`config.mk`:
```
export PLATFORM = sky130hd
export DESIGN_NAME = iom_io_multiplexer
export DESIGN_NICKNAME = d
export VERILOG_FILES = /design/src/rtl/iom_pkg.sv /design/src/rtl/iom_io_multiplexer.sv
export SDC_FILE = /design/constraint.sdc
export NUM_CORES = 2
export LEC_CHECK = 0
export ABC_CLOCK_PERIOD_IN_PS = 11050
export BUFFER_PORTS_ARGS = -buffer_cell sky130_fd_sc_hd__buf_4
export CAP_MARGIN = 0
export CELL_PAD_IN_SITES_DETAIL_PLACEMENT = 0
export CELL_PAD_IN_SITES_GLOBAL_PLACEMENT = 1
export CORE_UTILIZATION = 35
export CTS_CLUSTER_DIAMETER = 120
export DETAILED_ROUTE_END_ITERATION = 8
export PLACE_DENSITY_LB_ADDON = 0.1
export SLEW_MARGIN = 20
export SYNTH_ARGS = -nofsm -noshare
export SYNTH_HDL_FRONTEND = slang
export SYNTH_SLANG_ARGS = --single-unit
```
`constraint.sdc`:
```
create_clock -name mclk -period 11.05 [get_ports mclk]
set_clock_uncertainty 0.1 [all_clocks]
set_input_delay 0 -clock mclk [delete_from_list [all_inputs] [get_ports mclk]]
set_output_delay 0 -clock mclk [all_outputs]
set_load 0.01 [all_outputs]
```
`src/rtl/iom_pkg.sv`:
```
// Shared constants and types of the io_multiplexer block
package iom_pkg;

  // ********************************
  // Memory word and address layout
  // ********************************
  localparam int WORD_W    = 36;  // Data bits per memory word
  localparam int ADDR_W    = 18;  // Word address width
  localparam int BLK_W     = 8;   // Width of the block count
  localparam int BLK_SHIFT = 10;  // Block of 1024 words
  localparam int TALLY_W   = 12;  // Double-word count of one area
  localparam int VEC_W     = 5;   // One of 32 vector locations
  localparam int ITYPE_W   = 2;   // One of four interrupt types
  localparam int CHK_W     = 20;  // Width used by the bounds check
  localparam logic [ADDR_W-1:0] ADDR_STEP = 18'h0_0002;  // Two words per access

  // ********************************
  // Mailbox pair fields
  // ********************************
  localparam int MB_BASE_LSB  = 0;   // Low word: protection base
  localparam int MB_BLK_LSB   = 18;  // Low word: block count
  localparam int MB_LIST_LSB  = 0;   // High word: list pointer
  localparam int MB_CNT_LSB   = 18;  // High word: control word count
  localparam int MB_VEC_LSB   = 26;  // High word: vector number

  // ********************************
  // Transfer control word pair fields
  // ********************************
  localparam int TC_ADDR_LSB  = 0;   // Low word: relative address
  localparam int TC_DIR_BIT   = 18;  // Low word: 1 = peripheral to memory
  localparam int TC_TALLY_LSB = 0;   // High word: double-word tally

  // ********************************
  // Interrupt types
  // ********************************
  localparam logic [ITYPE_W-1:0] INT_DONE   = 2'h0;  // List finished
  localparam logic [ITYPE_W-1:0] INT_BOUNDS = 2'h1;  // Area out of bounds
  localparam logic [ITYPE_W-1:0] INT_ATTN   = 2'h2;  // Peripheral status
  localparam logic [ITYPE_W-1:0] INT_PARITY = 2'h3;  // Memory parity fault

  // ********************************
  // Carrier types
  // ********************************
  typedef struct packed {
    logic              par;   // Odd parity over data
    logic [WORD_W-1:0] data;  // Word contents
  } iom_word_type;

  typedef struct packed {
    iom_word_type hi;  // Odd word of the pair
    iom_word_type lo;  // Even word of the pair
  } iom_pair_type;

endpackage

```
`src/rtl/iom_io_multiplexer.sv`:
```
// Protected list-driven io_multiplexer with its stream FIFO
//
// How it works
// [RL1] Only privileged software may assert start
// [RL2] Mailbox points to control word list
// [RL3] Moves data alone, sharing memory cycles
// [RL4] Steps list to gather or scatter areas
// [RL5] Mailbox carries requester's base and blocks
// [RL6] Every control word checked against limits
// [RL7] Out of bounds: skip transfer, interrupt
// [RL8] Four interrupt types, 32 vector locations
// [RL9] Completion and status reported by interrupt
// [RL10] Own direct path to all memory
// [RL11] Base plus block count; relocate by adding
// [RL12] 36-bit words with parity, pairs moved
// [RL13] First and last word checked before moving
`timescale 1ns/1ps

// ********************************
// Stream FIFO
// ********************************
module iom_fifo #(
  parameter int WIDTH = 74,  // Word width
  parameter int DEPTH = 16   // Number of entries
) (
  input  wire logic             mclk,       // System clock
  input  wire logic             reset_n,    // Async reset, low
  input  wire logic             in_valid,   // Fill side offers
  output logic                  in_ready,   // Room for a word
  input  wire logic [WIDTH-1:0] in_data,    // Fill data
  output logic                  out_valid,  // Word available
  input  wire logic             out_ready,  // Drain side takes
  output logic      [WIDTH-1:0] out_data    // Head word
);
  localparam int AW = $clog2(DEPTH);

  logic [WIDTH-1:0] mem_q [DEPTH];  // Storage
  logic [AW-1:0]    wr_q;           // Write index
  logic [AW-1:0]    rd_q;           // Read index
  logic [AW:0]      cnt_q;          // Fill level
  logic             push;           // Accepted write
  logic             pop;            // Accepted read

  assign in_ready  = (cnt_q != (AW+1)'(DEPTH));
  assign out_valid = (cnt_q != '0);
  assign push      = in_valid & in_ready;
  assign pop       = out_valid & out_ready;
  assign out_data  = mem_q[rd_q];

  // Storage write
  always_ff @(posedge mclk) begin
    if (push) begin
      mem_q[wr_q] <= in_data;
    end
  end

  // Pointers and level
  always_ff @(posedge mclk or negedge reset_n) begin
    if (!reset_n) begin
      wr_q  <= '0;
      rd_q  <= '0;
      cnt_q <= '0;
    end else begin
      if (push) begin
        wr_q <= (wr_q == AW'(DEPTH-1)) ? '0 : wr_q + 1'b1;
      end
      if (pop) begin
        rd_q <= (rd_q == AW'(DEPTH-1)) ? '0 : rd_q + 1'b1;
      end
      cnt_q <= cnt_q + (AW+1)'(push) - (AW+1)'(pop);
    end
  end
endmodule

// ********************************
// Multiplexer top
// ********************************
module iom_io_multiplexer #(
  parameter int                    FIFO_DEPTH  = 16,     // Stream FIFO depth
  parameter logic [iom_pkg::VEC_W-1:0] ATTN_VECTOR = 5'h1F  // Status vector
) (
  input  wire logic                        mclk,            // 100 MHz clock
  input  wire logic                        reset_n,         // Async reset, low
  input  wire logic                        start,           // Start pulse
  input  wire logic [iom_pkg::ADDR_W-1:0]  start_mbx_addr,  // Mailbox address
  output logic                             busy,            // List in progress
  output logic                             mem_req,         // Memory request
  output logic                             mem_we,          // Write access
  output logic      [iom_pkg::ADDR_W-1:0]  mem_addr,        // Even word address
  output iom_pkg::iom_pair_type            mem_wdata,       // Write pair
  input  wire logic                        mem_ack,         // Access done
  input  wire iom_pkg::iom_pair_type       mem_rdata,       // Read pair
  output logic                             pout_valid,      // Data to peripheral
  input  wire logic                        pout_ready,      // Peripheral takes
  output iom_pkg::iom_pair_type            pout_data,       // Outgoing pair
  input  wire logic                        pin_valid,       // Peripheral offers
  output logic                             pin_ready,       // Room for pair
  input  wire iom_pkg::iom_pair_type       pin_data,        // Incoming pair
  input  wire logic                        periph_attn,     // Status pin
  output logic                             int_req,         // Interrupt level
  output logic      [iom_pkg::ITYPE_W-1:0] int_type,        // Interrupt type
  output logic      [iom_pkg::VEC_W-1:0]   int_vector,      // Vector number
  input  wire logic                        int_ack          // Interrupt taken
);
  typedef enum logic [2:0] {
    ST_IDLE, ST_MBX, ST_DCW, ST_CHK, ST_MOVE, ST_IRQ
  } iom_state_type;

  iom_state_type                st_q;           // Sequencer state
  iom_state_type                st_d;           // Next state
  logic [iom_pkg::ADDR_W-1:0]   cur_addr_q;     // Memory address
  logic [iom_pkg::ADDR_W-1:0]   list_ptr_q;     // Next control word
  logic [iom_pkg::ADDR_W-1:0]   bar_base_q;     // Protection base
  logic [iom_pkg::BLK_W-1:0]    bar_blocks_q;   // Allowed blocks
  logic [iom_pkg::BLK_W-1:0]    dcw_left_q;     // Words still in list
  logic [iom_pkg::VEC_W-1:0]    vec_q;          // Requester's vector
  logic [iom_pkg::ADDR_W-1:0]   rel_addr_q;     // Area start, relative
  logic [iom_pkg::TALLY_W-1:0]  tally_q;        // Pairs left in area
  logic                         dir_q;          // 1 = into memory
  logic [iom_pkg::ITYPE_W-1:0]  itype_q;        // Pending type
  logic [iom_pkg::CHK_W-1:0]    last_rel;       // Last word, relative
  logic [iom_pkg::CHK_W-1:0]    limit;          // Allowed size in words
  logic                         in_bounds;      // Area allowed
  logic                         perr;           // Read parity fault
  logic                         ack_rd;         // Read data arrives
  logic                         out_ready;      // Outgoing FIFO room
  logic                         in_valid;       // Incoming FIFO data
  iom_pkg::iom_pair_type        in_head;        // Incoming FIFO head
  iom_pkg::iom_pair_type        pin_fixed;      // Reparitied input
  logic                         s1_q;           // Status sync stage 1
  logic                         s2_q;           // Status sync stage 2
  logic                         s3_q;           // Status sync stage 3
  logic                         lvl_q;          // Filtered status
  logic                         attn_rise;      // Status became active
  logic                         attn_pend_q;    // Status awaiting report
  logic                         int_req_q;      // Interrupt held
  logic                         fsm_load;       // Sequencer posts event
  logic                         attn_load;      // Status posts event

  // Odd parity for a word
  function automatic iom_pkg::iom_word_type mk_word(input logic [iom_pkg::WORD_W-1:0] d);
    mk_word.data = d;
    mk_word.par  = ~^d;
  endfunction

  // ********************************
  // Checks and memory handshake
  // ********************************
  // Bounds: first and last word of the area inside the block count
  assign limit = iom_pkg::CHK_W'({bar_blocks_q, {iom_pkg::BLK_SHIFT{1'b0}}});  // RL11
  assign last_rel = iom_pkg::CHK_W'(rel_addr_q) + iom_pkg::CHK_W'({tally_q, 1'b0})
                  - 20'h0_0001;  // RL13
  assign in_bounds = (tally_q != '0) && (last_rel < limit);  // RL6 RL13

  // Parity over both words of a read pair
  assign perr = ~(^mem_rdata.hi) | ~(^mem_rdata.lo);  // RL12

  // Requests go straight to memory, between processor cycles
  assign mem_req = (st_q == ST_MBX) || (st_q == ST_DCW)
                 || ((st_q == ST_MOVE) && (dir_q ? in_valid : out_ready));  // RL3 RL10
  assign mem_we    = (st_q == ST_MOVE) && dir_q;
  assign mem_addr  = cur_addr_q;
  assign mem_wdata = in_head;
  assign ack_rd    = mem_ack && !mem_we;
  assign busy      = (st_q != ST_IDLE);

  // Peripheral pairs regain parity before storage
  assign pin_fixed.hi = mk_word(pin_data.hi.data);
  assign pin_fixed.lo = mk_word(pin_data.lo.data);

  // ********************************
  // Stream buffers
  // ********************************
  iom_fifo #(
    .WIDTH ($bits(iom_pkg::iom_pair_type)),
    .DEPTH (FIFO_DEPTH)
  ) u_out_fifo (
    .mclk      (mclk),
    .reset_n   (reset_n),
    .in_valid  ((st_q == ST_MOVE) && ack_rd && !perr),
    .in_ready  (out_ready),
    .in_data   (mem_rdata),
    .out_valid (pout_valid),
    .out_ready (pout_ready),
    .out_data  (pout_data)
  );

  iom_fifo #(
    .WIDTH ($bits(iom_pkg::iom_pair_type)),
    .DEPTH (FIFO_DEPTH)
  ) u_in_fifo (
    .mclk      (mclk),
    .reset_n   (reset_n),
    .in_valid  (pin_valid),
    .in_ready  (pin_ready),
    .in_data   (pin_fixed),
    .out_valid (in_valid),
    .out_ready ((st_q == ST_MOVE) && mem_we && mem_ack),
    .out_data  (in_head)
  );

  // ********************************
  // Sequencer
  // ********************************
  // Next state
  always_comb begin
    st_d = st_q;
    unique case (st_q)
      ST_IDLE: begin
        if (start) begin  // RL1
          st_d = ST_MBX;
        end
      end
      ST_MBX: begin
        if (mem_ack) begin
          if (perr || (mem_rdata.hi.data[iom_pkg::MB_CNT_LSB +: iom_pkg::BLK_W] == '0)) begin
            st_d = ST_IRQ;
          end else begin
            st_d = ST_DCW;  // RL2
          end
        end
      end
      ST_DCW: begin
        if (mem_ack) begin
          st_d = perr ? ST_IRQ : ST_CHK;
        end
      end
      ST_CHK: begin
        st_d = in_bounds ? ST_MOVE : ST_IRQ;  // RL7
      end
      ST_MOVE: begin
        if (mem_ack) begin
          if (ack_rd && perr) begin
            st_d = ST_IRQ;
          end else if (tally_q == 12'h001) begin
            st_d = (dcw_left_q == '0) ? ST_IRQ : ST_DCW;  // RL4
          end
        end
      end
      ST_IRQ: begin
        if (!int_req_q) begin
          st_d = ST_IDLE;
        end
      end
    endcase
  end

  // State register
  always_ff @(posedge mclk or negedge reset_n) begin
    if (!reset_n) begin
      st_q <= ST_IDLE;
    end else begin
      st_q <= st_d;
    end
  end

  // Mailbox and list bookkeeping
  always_ff @(posedge mclk or negedge reset_n) begin
    if (!reset_n) begin
      bar_base_q   <= '0;
      bar_blocks_q <= '0;
      list_ptr_q   <= '0;
      dcw_left_q   <= '0;
      vec_q        <= '0;
    end else if (mem_ack && !perr) begin
      if (st_q == ST_MBX) begin
        bar_base_q   <= mem_rdata.lo.data[iom_pkg::MB_BASE_LSB +: iom_pkg::ADDR_W];  // RL5
        bar_blocks_q <= mem_rdata.lo.data[iom_pkg::MB_BLK_LSB +: iom_pkg::BLK_W];    // RL5
        list_ptr_q   <= mem_rdata.hi.data[iom_pkg::MB_LIST_LSB +: iom_pkg::ADDR_W];  // RL2
        dcw_left_q   <= mem_rdata.hi.data[iom_pkg::MB_CNT_LSB +: iom_pkg::BLK_W];
        vec_q        <= mem_rdata.hi.data[iom_pkg::MB_VEC_LSB +: iom_pkg::VEC_W];   // RL8
      end else if (st_q == ST_DCW) begin
        list_ptr_q <= list_ptr_q + iom_pkg::ADDR_STEP;  // RL4
        dcw_left_q <= dcw_left_q - 8'h01;
      end
    end
  end

  // Current area and memory address
  always_ff @(posedge mclk or negedge reset_n) begin
    if (!reset_n) begin
      cur_addr_q <= '0;
      rel_addr_q <= '0;
      tally_q    <= '0;
      dir_q      <= 1'b0;
    end else begin
      if (st_q == ST_IDLE && start) begin
        cur_addr_q <= start_mbx_addr;
      end else if (st_q == ST_MBX && mem_ack) begin
        cur_addr_q <= mem_rdata.hi.data[iom_pkg::MB_LIST_LSB +: iom_pkg::ADDR_W];
      end else if (st_q == ST_DCW && mem_ack) begin
        rel_addr_q <= mem_rdata.lo.data[iom_pkg::TC_ADDR_LSB +: iom_pkg::ADDR_W];
        dir_q      <= mem_rdata.lo.data[iom_pkg::TC_DIR_BIT];
        tally_q    <= mem_rdata.hi.data[iom_pkg::TC_TALLY_LSB +: iom_pkg::TALLY_W];
      end else if (st_q == ST_CHK) begin
        cur_addr_q <= bar_base_q + rel_addr_q;  // RL11
      end else if (st_q == ST_MOVE && mem_ack) begin
        tally_q <= tally_q - 12'h001;
        if (tally_q == 12'h001) begin
          cur_addr_q <= list_ptr_q;
        end else begin
          cur_addr_q <= cur_addr_q + iom_pkg::ADDR_STEP;  // RL12
        end
      end
    end
  end

  // Outcome of the running list
  always_ff @(posedge mclk or negedge reset_n) begin
    if (!reset_n) begin
      itype_q <= iom_pkg::INT_DONE;
    end else if (st_d == ST_IRQ && st_q != ST_IRQ) begin
      if (st_q == ST_CHK) begin
        itype_q <= iom_pkg::INT_BOUNDS;  // RL7
      end else if (ack_rd && perr) begin
        itype_q <= iom_pkg::INT_PARITY;
      end else begin
        itype_q <= iom_pkg::INT_DONE;  // RL9
      end
    end
  end

  // ********************************
  // Peripheral status input
  // ********************************
  // Three stages; a change counts once stages two and three agree
  always_ff @(posedge mclk or negedge reset_n) begin
    if (!reset_n) begin
      s1_q  <= 1'b0;
      s2_q  <= 1'b0;
      s3_q  <= 1'b0;
      lvl_q <= 1'b0;
    end else begin
      s1_q <= periph_attn;
      s2_q <= s1_q;
      s3_q <= s2_q;
      if (s2_q == s3_q) begin
        lvl_q <= s3_q;
      end
    end
  end

  assign attn_rise = (s2_q == s3_q) && s3_q && !lvl_q;

  // ********************************
  // Interrupt output
  // ********************************
  assign fsm_load  = (st_q == ST_IRQ) && !int_req_q;
  assign attn_load = attn_pend_q && !int_req_q && !fsm_load;

  // Pending status event; a new edge wins over its clear
  always_ff @(posedge mclk or negedge reset_n) begin
    if (!reset_n) begin
      attn_pend_q <= 1'b0;
    end else begin
      attn_pend_q <= attn_rise | (attn_pend_q & ~attn_load);  // RL9
    end
  end

  // Held request with type and vector until taken
  always_ff @(posedge mclk or negedge reset_n) begin
    if (!reset_n) begin
      int_req_q  <= 1'b0;
      int_type   <= iom_pkg::INT_DONE;
      int_vector <= '0;
    end else if (fsm_load) begin
      int_req_q  <= 1'b1;
      int_type   <= itype_q;  // RL8
      int_vector <= vec_q;    // RL8
    end else if (attn_load) begin
      int_req_q  <= 1'b1;
      int_type   <= iom_pkg::INT_ATTN;  // RL9
      int_vector <= ATTN_VECTOR;
    end else if (int_ack) begin
      int_req_q <= 1'b0;
    end
  end

  assign int_req = int_req_q;
endmodule

```
# Yosys cells after proc, flatten, opt, wreduce, memory -nomap -nowiden
# Memory sizes are Yosys's and may differ from the RTL's.
# Index checks and enable logic that the tools add are counted.
op_classes:
  addsub: 15
  n_lt_le_gt_ge: 1
  eq_ne: 17
  n_mux: 43
  n_bitwise: 12
  n_reduce_logical: 49
op_table:
  columns: ["operator", "n"]
  rows:
  - ["18-bit 2-to-1 mux", 8]
  - ["37-bit XOR reduction", 2]
  - ["36-bit XNOR reduction", 2]
  - ["18-bit by 2-bit adder with 18-bit output (second input constant)", 2]
  - ["12-bit 2-to-1 mux", 3]
  - ["3-bit 2-to-1 mux", 10]
  - ["1-bit logical AND", 20]
  - ["20-bit by 18-bit less-than comparator with 1-bit output", 1]
  - ["19-bit by 1-bit subtractor with 20-bit output (second input constant)", 1]
  - ["18-bit by 13-bit adder with 19-bit output", 1]
  - ["18-bit adder", 1]
  - ["3-bit case mux with 6 select lines", 1]
  - ["4-bit by 1-bit adder with 4-bit output (second input constant)", 4]
  - ["4-bit == test (second input constant)", 4]
  - ["8-bit zero test", 2]
  - ["4-bit 2-to-1 mux", 4]
  - ["8-bit 2-to-1 mux", 2]
  - ["12-bit by 1-bit == test with 1-bit output (second input constant)", 1]
  - ["12-bit nonzero test", 1]
  - ["12-bit by 1-bit subtractor with 12-bit output (second input constant)", 1]
  - ["5-bit by 1-bit adder with 5-bit output", 2]
  - ["5-bit 2-to-1 mux", 2]
  - ["5-bit inequality test (second input constant)", 2]
  - ["5-bit nonzero test", 2]
  - ["other kinds (22)", 58]
totals:
  ff_bits: 150
  ramBits: 2368
  input_bits: 174
  output_inout_bits: 179
  word_cells: 164
  mem_count: 2
memory_table:
  columns: ["name", "depth", "word_bits", "rd", "rd_ports_with_merged_regs", "write_ports", "line", "rtl"]
  rows:
  - ["u_in_fifo.mem_q", 16, 74, 1, 0, 1, "iom_io_multiplexer.sv:37", "logic [WIDTH-1:0] mem_q [DEPTH];"]
  - ["u_out_fifo.mem_q", 16, 74, 1, 0, 1, "iom_io_multiplexer.sv:37", null]

# Longest topological paths before layout
logic_depth:
  word_depth: 10
  depth_mapped: 24
  depth_no_buf: 24

# By module
# A second synthesis with hierarchy kept.
unflattened:
  hier_cells: 5370
  hier_area_um2: 101703.8
by_module_without_submodules:
  columns: ["module", "instances", "cells_per_inst", "area_each_um2", "seq_area_each_um2"]
  rows:
  - ["iom_fifo (u_out_fifo)", 1, 2218, 46432.0, 35879.4]
  - ["iom_fifo (u_in_fifo)", 1, 2065, 45823.9, 35879.4]
  - ["iom_io_multiplexer", 1, 1087, 9447.8, 3103.0]

# Least setup slack after synthesis
# Ideal clock, no wire load.
synth_path:
  path_type: "register to register"
  start: "register u_in_fifo.cnt_q[2]"
  end: "memory u_in_fifo.mem_q[3][0] (enable)"
  setup_ns: 0.689
  t_arrival_ns: 7.883
  required_ns: 10.261
  path_slack_ns: 2.378
  path_stages_with_launch: 6
  path_buffers: 0
  synth_period_minus_slack_ns: 8.672
  cell_sequence: "dfrtp_1 -> inv_1 -> ha_1 -> nand4_1 -> nand2_1 -> nor4_1"
synth_between:
  elab_chain_cells: 4
synth_rtl:
  columns: ["element", "line", "rtl"]
  rows:
  - ["start: declaration", "iom_io_multiplexer.sv:40", "logic [AW:0] cnt_q;"]
  - ["start signal: assignment", "iom_io_multiplexer.sv:70", "cnt_q <= cnt_q + (AW+1)'(push) - (AW+1)'(pop);"]
  - ["5-bit inequality test", "iom_io_multiplexer.sv:44", "assign in_ready = (cnt_q != (AW+1)'(DEPTH));"]
  - ["net pin_ready", "iom_io_multiplexer.sv:97", "output logic pin_ready,"]
  - ["1-bit AND", "iom_io_multiplexer.sv:46", "assign push = in_valid & in_ready;"]
  - ["1-bit 2-to-1 mux", "iom_io_multiplexer.sv:52", "if (push) begin"]
  - ["1-bit 2-to-1 mux (implied by the code)", "iom_io_multiplexer.sv:53", "mem_q[wr_q] <= in_data;"]
  - ["end: declaration", "iom_io_multiplexer.sv:37", null]
# The timed path passes the listed nets, and every way through them passes these cells.

# Worst setup path after layout
layout_path:
  start: "input mem_rdata[55] (netlist name)"
  end: "memory u_out_fifo.mem_q[15][11] (enable)"
layout_between:
  elab_chain_cells: 8
layout_rtl:
  columns: ["element", "line", "rtl"]
  rows:
  - ["start: declaration", "iom_io_multiplexer.sv:92", "input wire iom_pkg::iom_pair_type mem_rdata,"]
  - ["37-bit XOR reduction", "iom_io_multiplexer.sv:156", "assign perr = ~(^mem_rdata.hi) | ~(^mem_rdata.lo);"]
  - ["1-bit NOT", "iom_io_multiplexer.sv:156", null]
  - ["1-bit OR", "iom_io_multiplexer.sv:156", null]
  - ["1-bit zero test", "iom_io_multiplexer.sv:180", ".in_valid ((st_q == ST_MOVE) && ack_rd && !perr),"]
  - ["1-bit logical AND", "iom_io_multiplexer.sv:180", null]
  - ["1-bit AND", "iom_io_multiplexer.sv:46", null]
  - ["1-bit 2-to-1 mux", "iom_io_multiplexer.sv:52", null]
  - ["1-bit 2-to-1 mux (implied by the code)", "iom_io_multiplexer.sv:53", null]
  - ["end: declaration", "iom_io_multiplexer.sv:37", null]
# No other way between the ends.

==> flow_summary.json <==
{
  "period_needed_ns": 5.99,
  "fp.dieH_um": 540,
  "rsz0062_at_grt": "false",
  "syn_area_per_cell_um2": 17.8,
  "final_area_um2": 122000,
  "placed_cell_area_um2": 109000,
  "synth_area_um2": 101000,
  "cp-start-kind": "input pin",
  "stdcell_count": 10600,
  "pwr-share-seq": 0.389,
  "grt_pass1_wl_um": 430000,
  "worst-setup-path-type": "in2reg",
  "finalHoldViolations": 0,
  "ant_nets": 0,
  "ys_types": 70,
  "vias": 55500,
  "dieArea_um2": 291000,
  "rows": 197,
  "via_per_inst": 5.26,
  "report.final.setup_viol": 0,
  "worst_pin_slew_ns": 1.28,
  "p_int_w": 0.0206,
  "finalCritPeriodShare": 0.542,
  "cp_data_required_time_ns": 11.43,
  "clockRootBuffer": "clkbuf_16",
  "initialDrtViolationCount": 4148,
  "cp_max_fo": 39,
  "place.gp.congestion": 0.751,
  "worst-endpoint-arrival_ns": 6.36,
  "place_hpwl_um": 159000,
  "irDropWorstVdd_mv": 0.216,
  "tns_ns": 0,
  "insertion_delay_ns": 0.89,
  "grt_max_degree": 136,
  "cts_tree": "done",
  "hold_slack_ns": 0.0698,
  "synth-seq-cells": 2518,
  "drv_cap": 0,
  "max_freq_ghz": 0.167,
  "combPwrFrac": 0.305,
  "nNetsFinal": 6814,
  "leakage_nw": 40.7,
  "io_pins": 353,
  "synth-main-ff-cell": "edfxtp_1",
  "grt_pass1_vias": 58200,
  "drc": 0,
  "ctsHtreeMaxLevel": 5,
  "switching_power_w": 0.00975,
  "p_per_area_nw_per_um2": 249,
  "syn_inst": 5680,
  "cts.clk_slew.worst_paths_ns": 0.06,
  "hold_class": "in2reg",
  "relSlewSlack": 0.149,
  "slew_viol_final": 0,
  "pwr-share-clk": 0.306,
  "antenna_found_initial": 32,
  "critPathCaptureType": "flip-flop",
  "power.total_w": 0.0303,
  "outcome": "finished, final reports clean",
  "synthArstFlopShare": 0.0596,
  "drive_gt1_frac": 0.207,
  "cts_resized": 0,
  "syn_to_final_growth_pct": 20.5,
  "grt_overflow": 0,
  "first_pass_iters": 7,
  "synth_nets": 5943,
  "port_buffers": 350,
  "wl_per_cell_um": 28.5,
  "cts_buffers": 289,
  "start_util": 0.351,
  "die_x_um": 540,
  "ys_seq_area_frac": 0.740,
  "p_sw_frac": 0.321,
  "synth_edf_count": 2368,
  "yosys_warnings": 0,
  "numClockSinks": 2518,
  "core_um2": 288000,
  "clockBufferDepth": 4,
  "placed_cells": 9644,
  "grt.total_usage": 0.204,
  "wl_um": 301000
}
cell families after synthesis:
kind of cell	share of synthesized area
adders and majority gates	0.0112
xor gates and xnor gates	0.0171
and+or+nand+nor	0.0221
AOI/OAI and AO/OA	0.0631
muxes	0.131
buffers and inverters	0.0152
DFF	0.740
layout by cell type, fill, tap and decap left out, types with 8 or more instances in the layout:
master and count:
o211ai_1 16, mux4_2 296, clkinv_8 8, clkbuf_16 300, a21oi_1 234, clkbuf_1 63, o21ai_0 385, o22ai_1 10
nor3_1 18, xnor2_1 152, inv_1 114, mux2i_1 448, clkinv_1 63, and3_1 11, a221oi_1 153, nand3_1 35
a21o_1 10, dfrtp_4 8, buf_4 469, clkinv_2 32, xor2_1 37, bufinv_16 19, a22oi_1 152, dfrtp_1 142
mux2_2 188, edfxtp_1 2368, o22a_1 9, nand2b_1 14, nor2_4 16, ha_1 86, nor2_1 89, dlygate4sd3_1 396
diode_2 13, clkbuf_8 8, nand2_1 253, nand4_1 9
worst max-delay path: stages:
cell           delay, ns
dlygate4sd3_1       0.53
buf_4               0.10
dlygate4sd3_1       0.90
inv_1               0.17
ha_1                0.34
xnor2_1             0.19
xnor2_1             0.15
xnor2_1             0.17
xnor3_1             0.39
xnor2_2             0.16
nor2_2              0.40
and3_1              0.49
nand2_1             0.36
nor2_4              0.66
buf_4               0.53
buf_4               0.72
per-layer routing:
layer  part of all wire  global-route usage  routed length [um]  vias up
met3              0.037              0.0259               11200      410
met1               0.43               0.265              129000    29400
met5            0.00057                   0                 172        -
li1                   -                   -                   -    24500
met4              0.024              0.0522                7090       26
met2               0.51               0.359              153000     1105
cell usage after synthesis (all sizes together) (16+ instances only):
master	n	area, um2
nand3	35	175
nor3	26	130
nor2	106	400
a221oi	153	1340
nand2	256	961
clkbuf	227	852
xor2	37	324
xnor2	154	1360
o211ai	16	120
inv	114	428
buf	67	253
a22oi	152	1140
o21ai	386	1930
mux2	190	2140
mux2i	448	4480
mux4	296	6670
edfxtp	2368	71100
a21oi	235	1180
ha	86	1080
dfrtp	150	3750
cell type report:
cell class / count / area (um2)
well taps: 3781 / 4730
flip-flops and latches: 2518 / 74900
fillers: 25800 / 166000
inverters: 116 / 435
repair buffers: 874 / 7680
multi-input cells: 2752 / 25000
clock inverters: 130 / 1210
clock buffers: 371 / 7850
diodes: 13 / 32.5
path summary, 6_finish.rpt:
kind	start	endpoint	slack (ns)	depth (start not counted)
max	mem_rdata[55]	u_out_fifo.mem_q[15][11]	5.06	16
min	pin_data[63]	u_in_fifo.mem_q[9][63]	0.07	2
max reg2reg	tally_q[2]	itype_q[0]	5.30	24
min reg2reg	s1_q	s2_q	0.25	0
max in group asynchronous	reset_n	bar_blocks_q[5]	9.37	5
min in group asynchronous	reset_n	mem_addr[15]	0.17	4
power by group through the flow:
stage / clock (W) / sequential [W] / combinational, W
global placement: 0 / 0.0120 / 0.00922
floorplan: 0 / 0.0117 / 0.00574
global route: 0.00986 / 0.0119 / 0.0101
detailed placement: 0 / 0.0120 / 0.00924
CTS: 0.00953 / 0.0118 / 0.00952
finish: 0.00927 / 0.0118 / 0.00927
registers in the layout, summed over array words and instances (netlist names), 5 cells and up:
name	count
u_in_fifo.mem_q	1184
vec_q	5
rel_addr_q	18
u_in_fifo.cnt_q	5
bar_base_q	18
mem_addr	18
tally_q	12
u_out_fifo.mem_q	1184
list_ptr_q	18
int_vector	5
u_out_fifo.cnt_q	5
dcw_left_q	8
bar_blocks_q	8
per-stage QoR:
step                       util  setup WS (ns)
final                     0.423           5.06
after global routing      0.423           4.67
after CTS                 0.423           5.03
after detailed placement  0.378           5.24
after global placement    0.377           5.20
after floorplan               -           2.38
timing repair:
action	CTS	global route
hold buffers	397	0
setup buffers	0	0
hold endpoints to repair	2600	0
No activity file was read; power rests on OpenSTA's default activity.
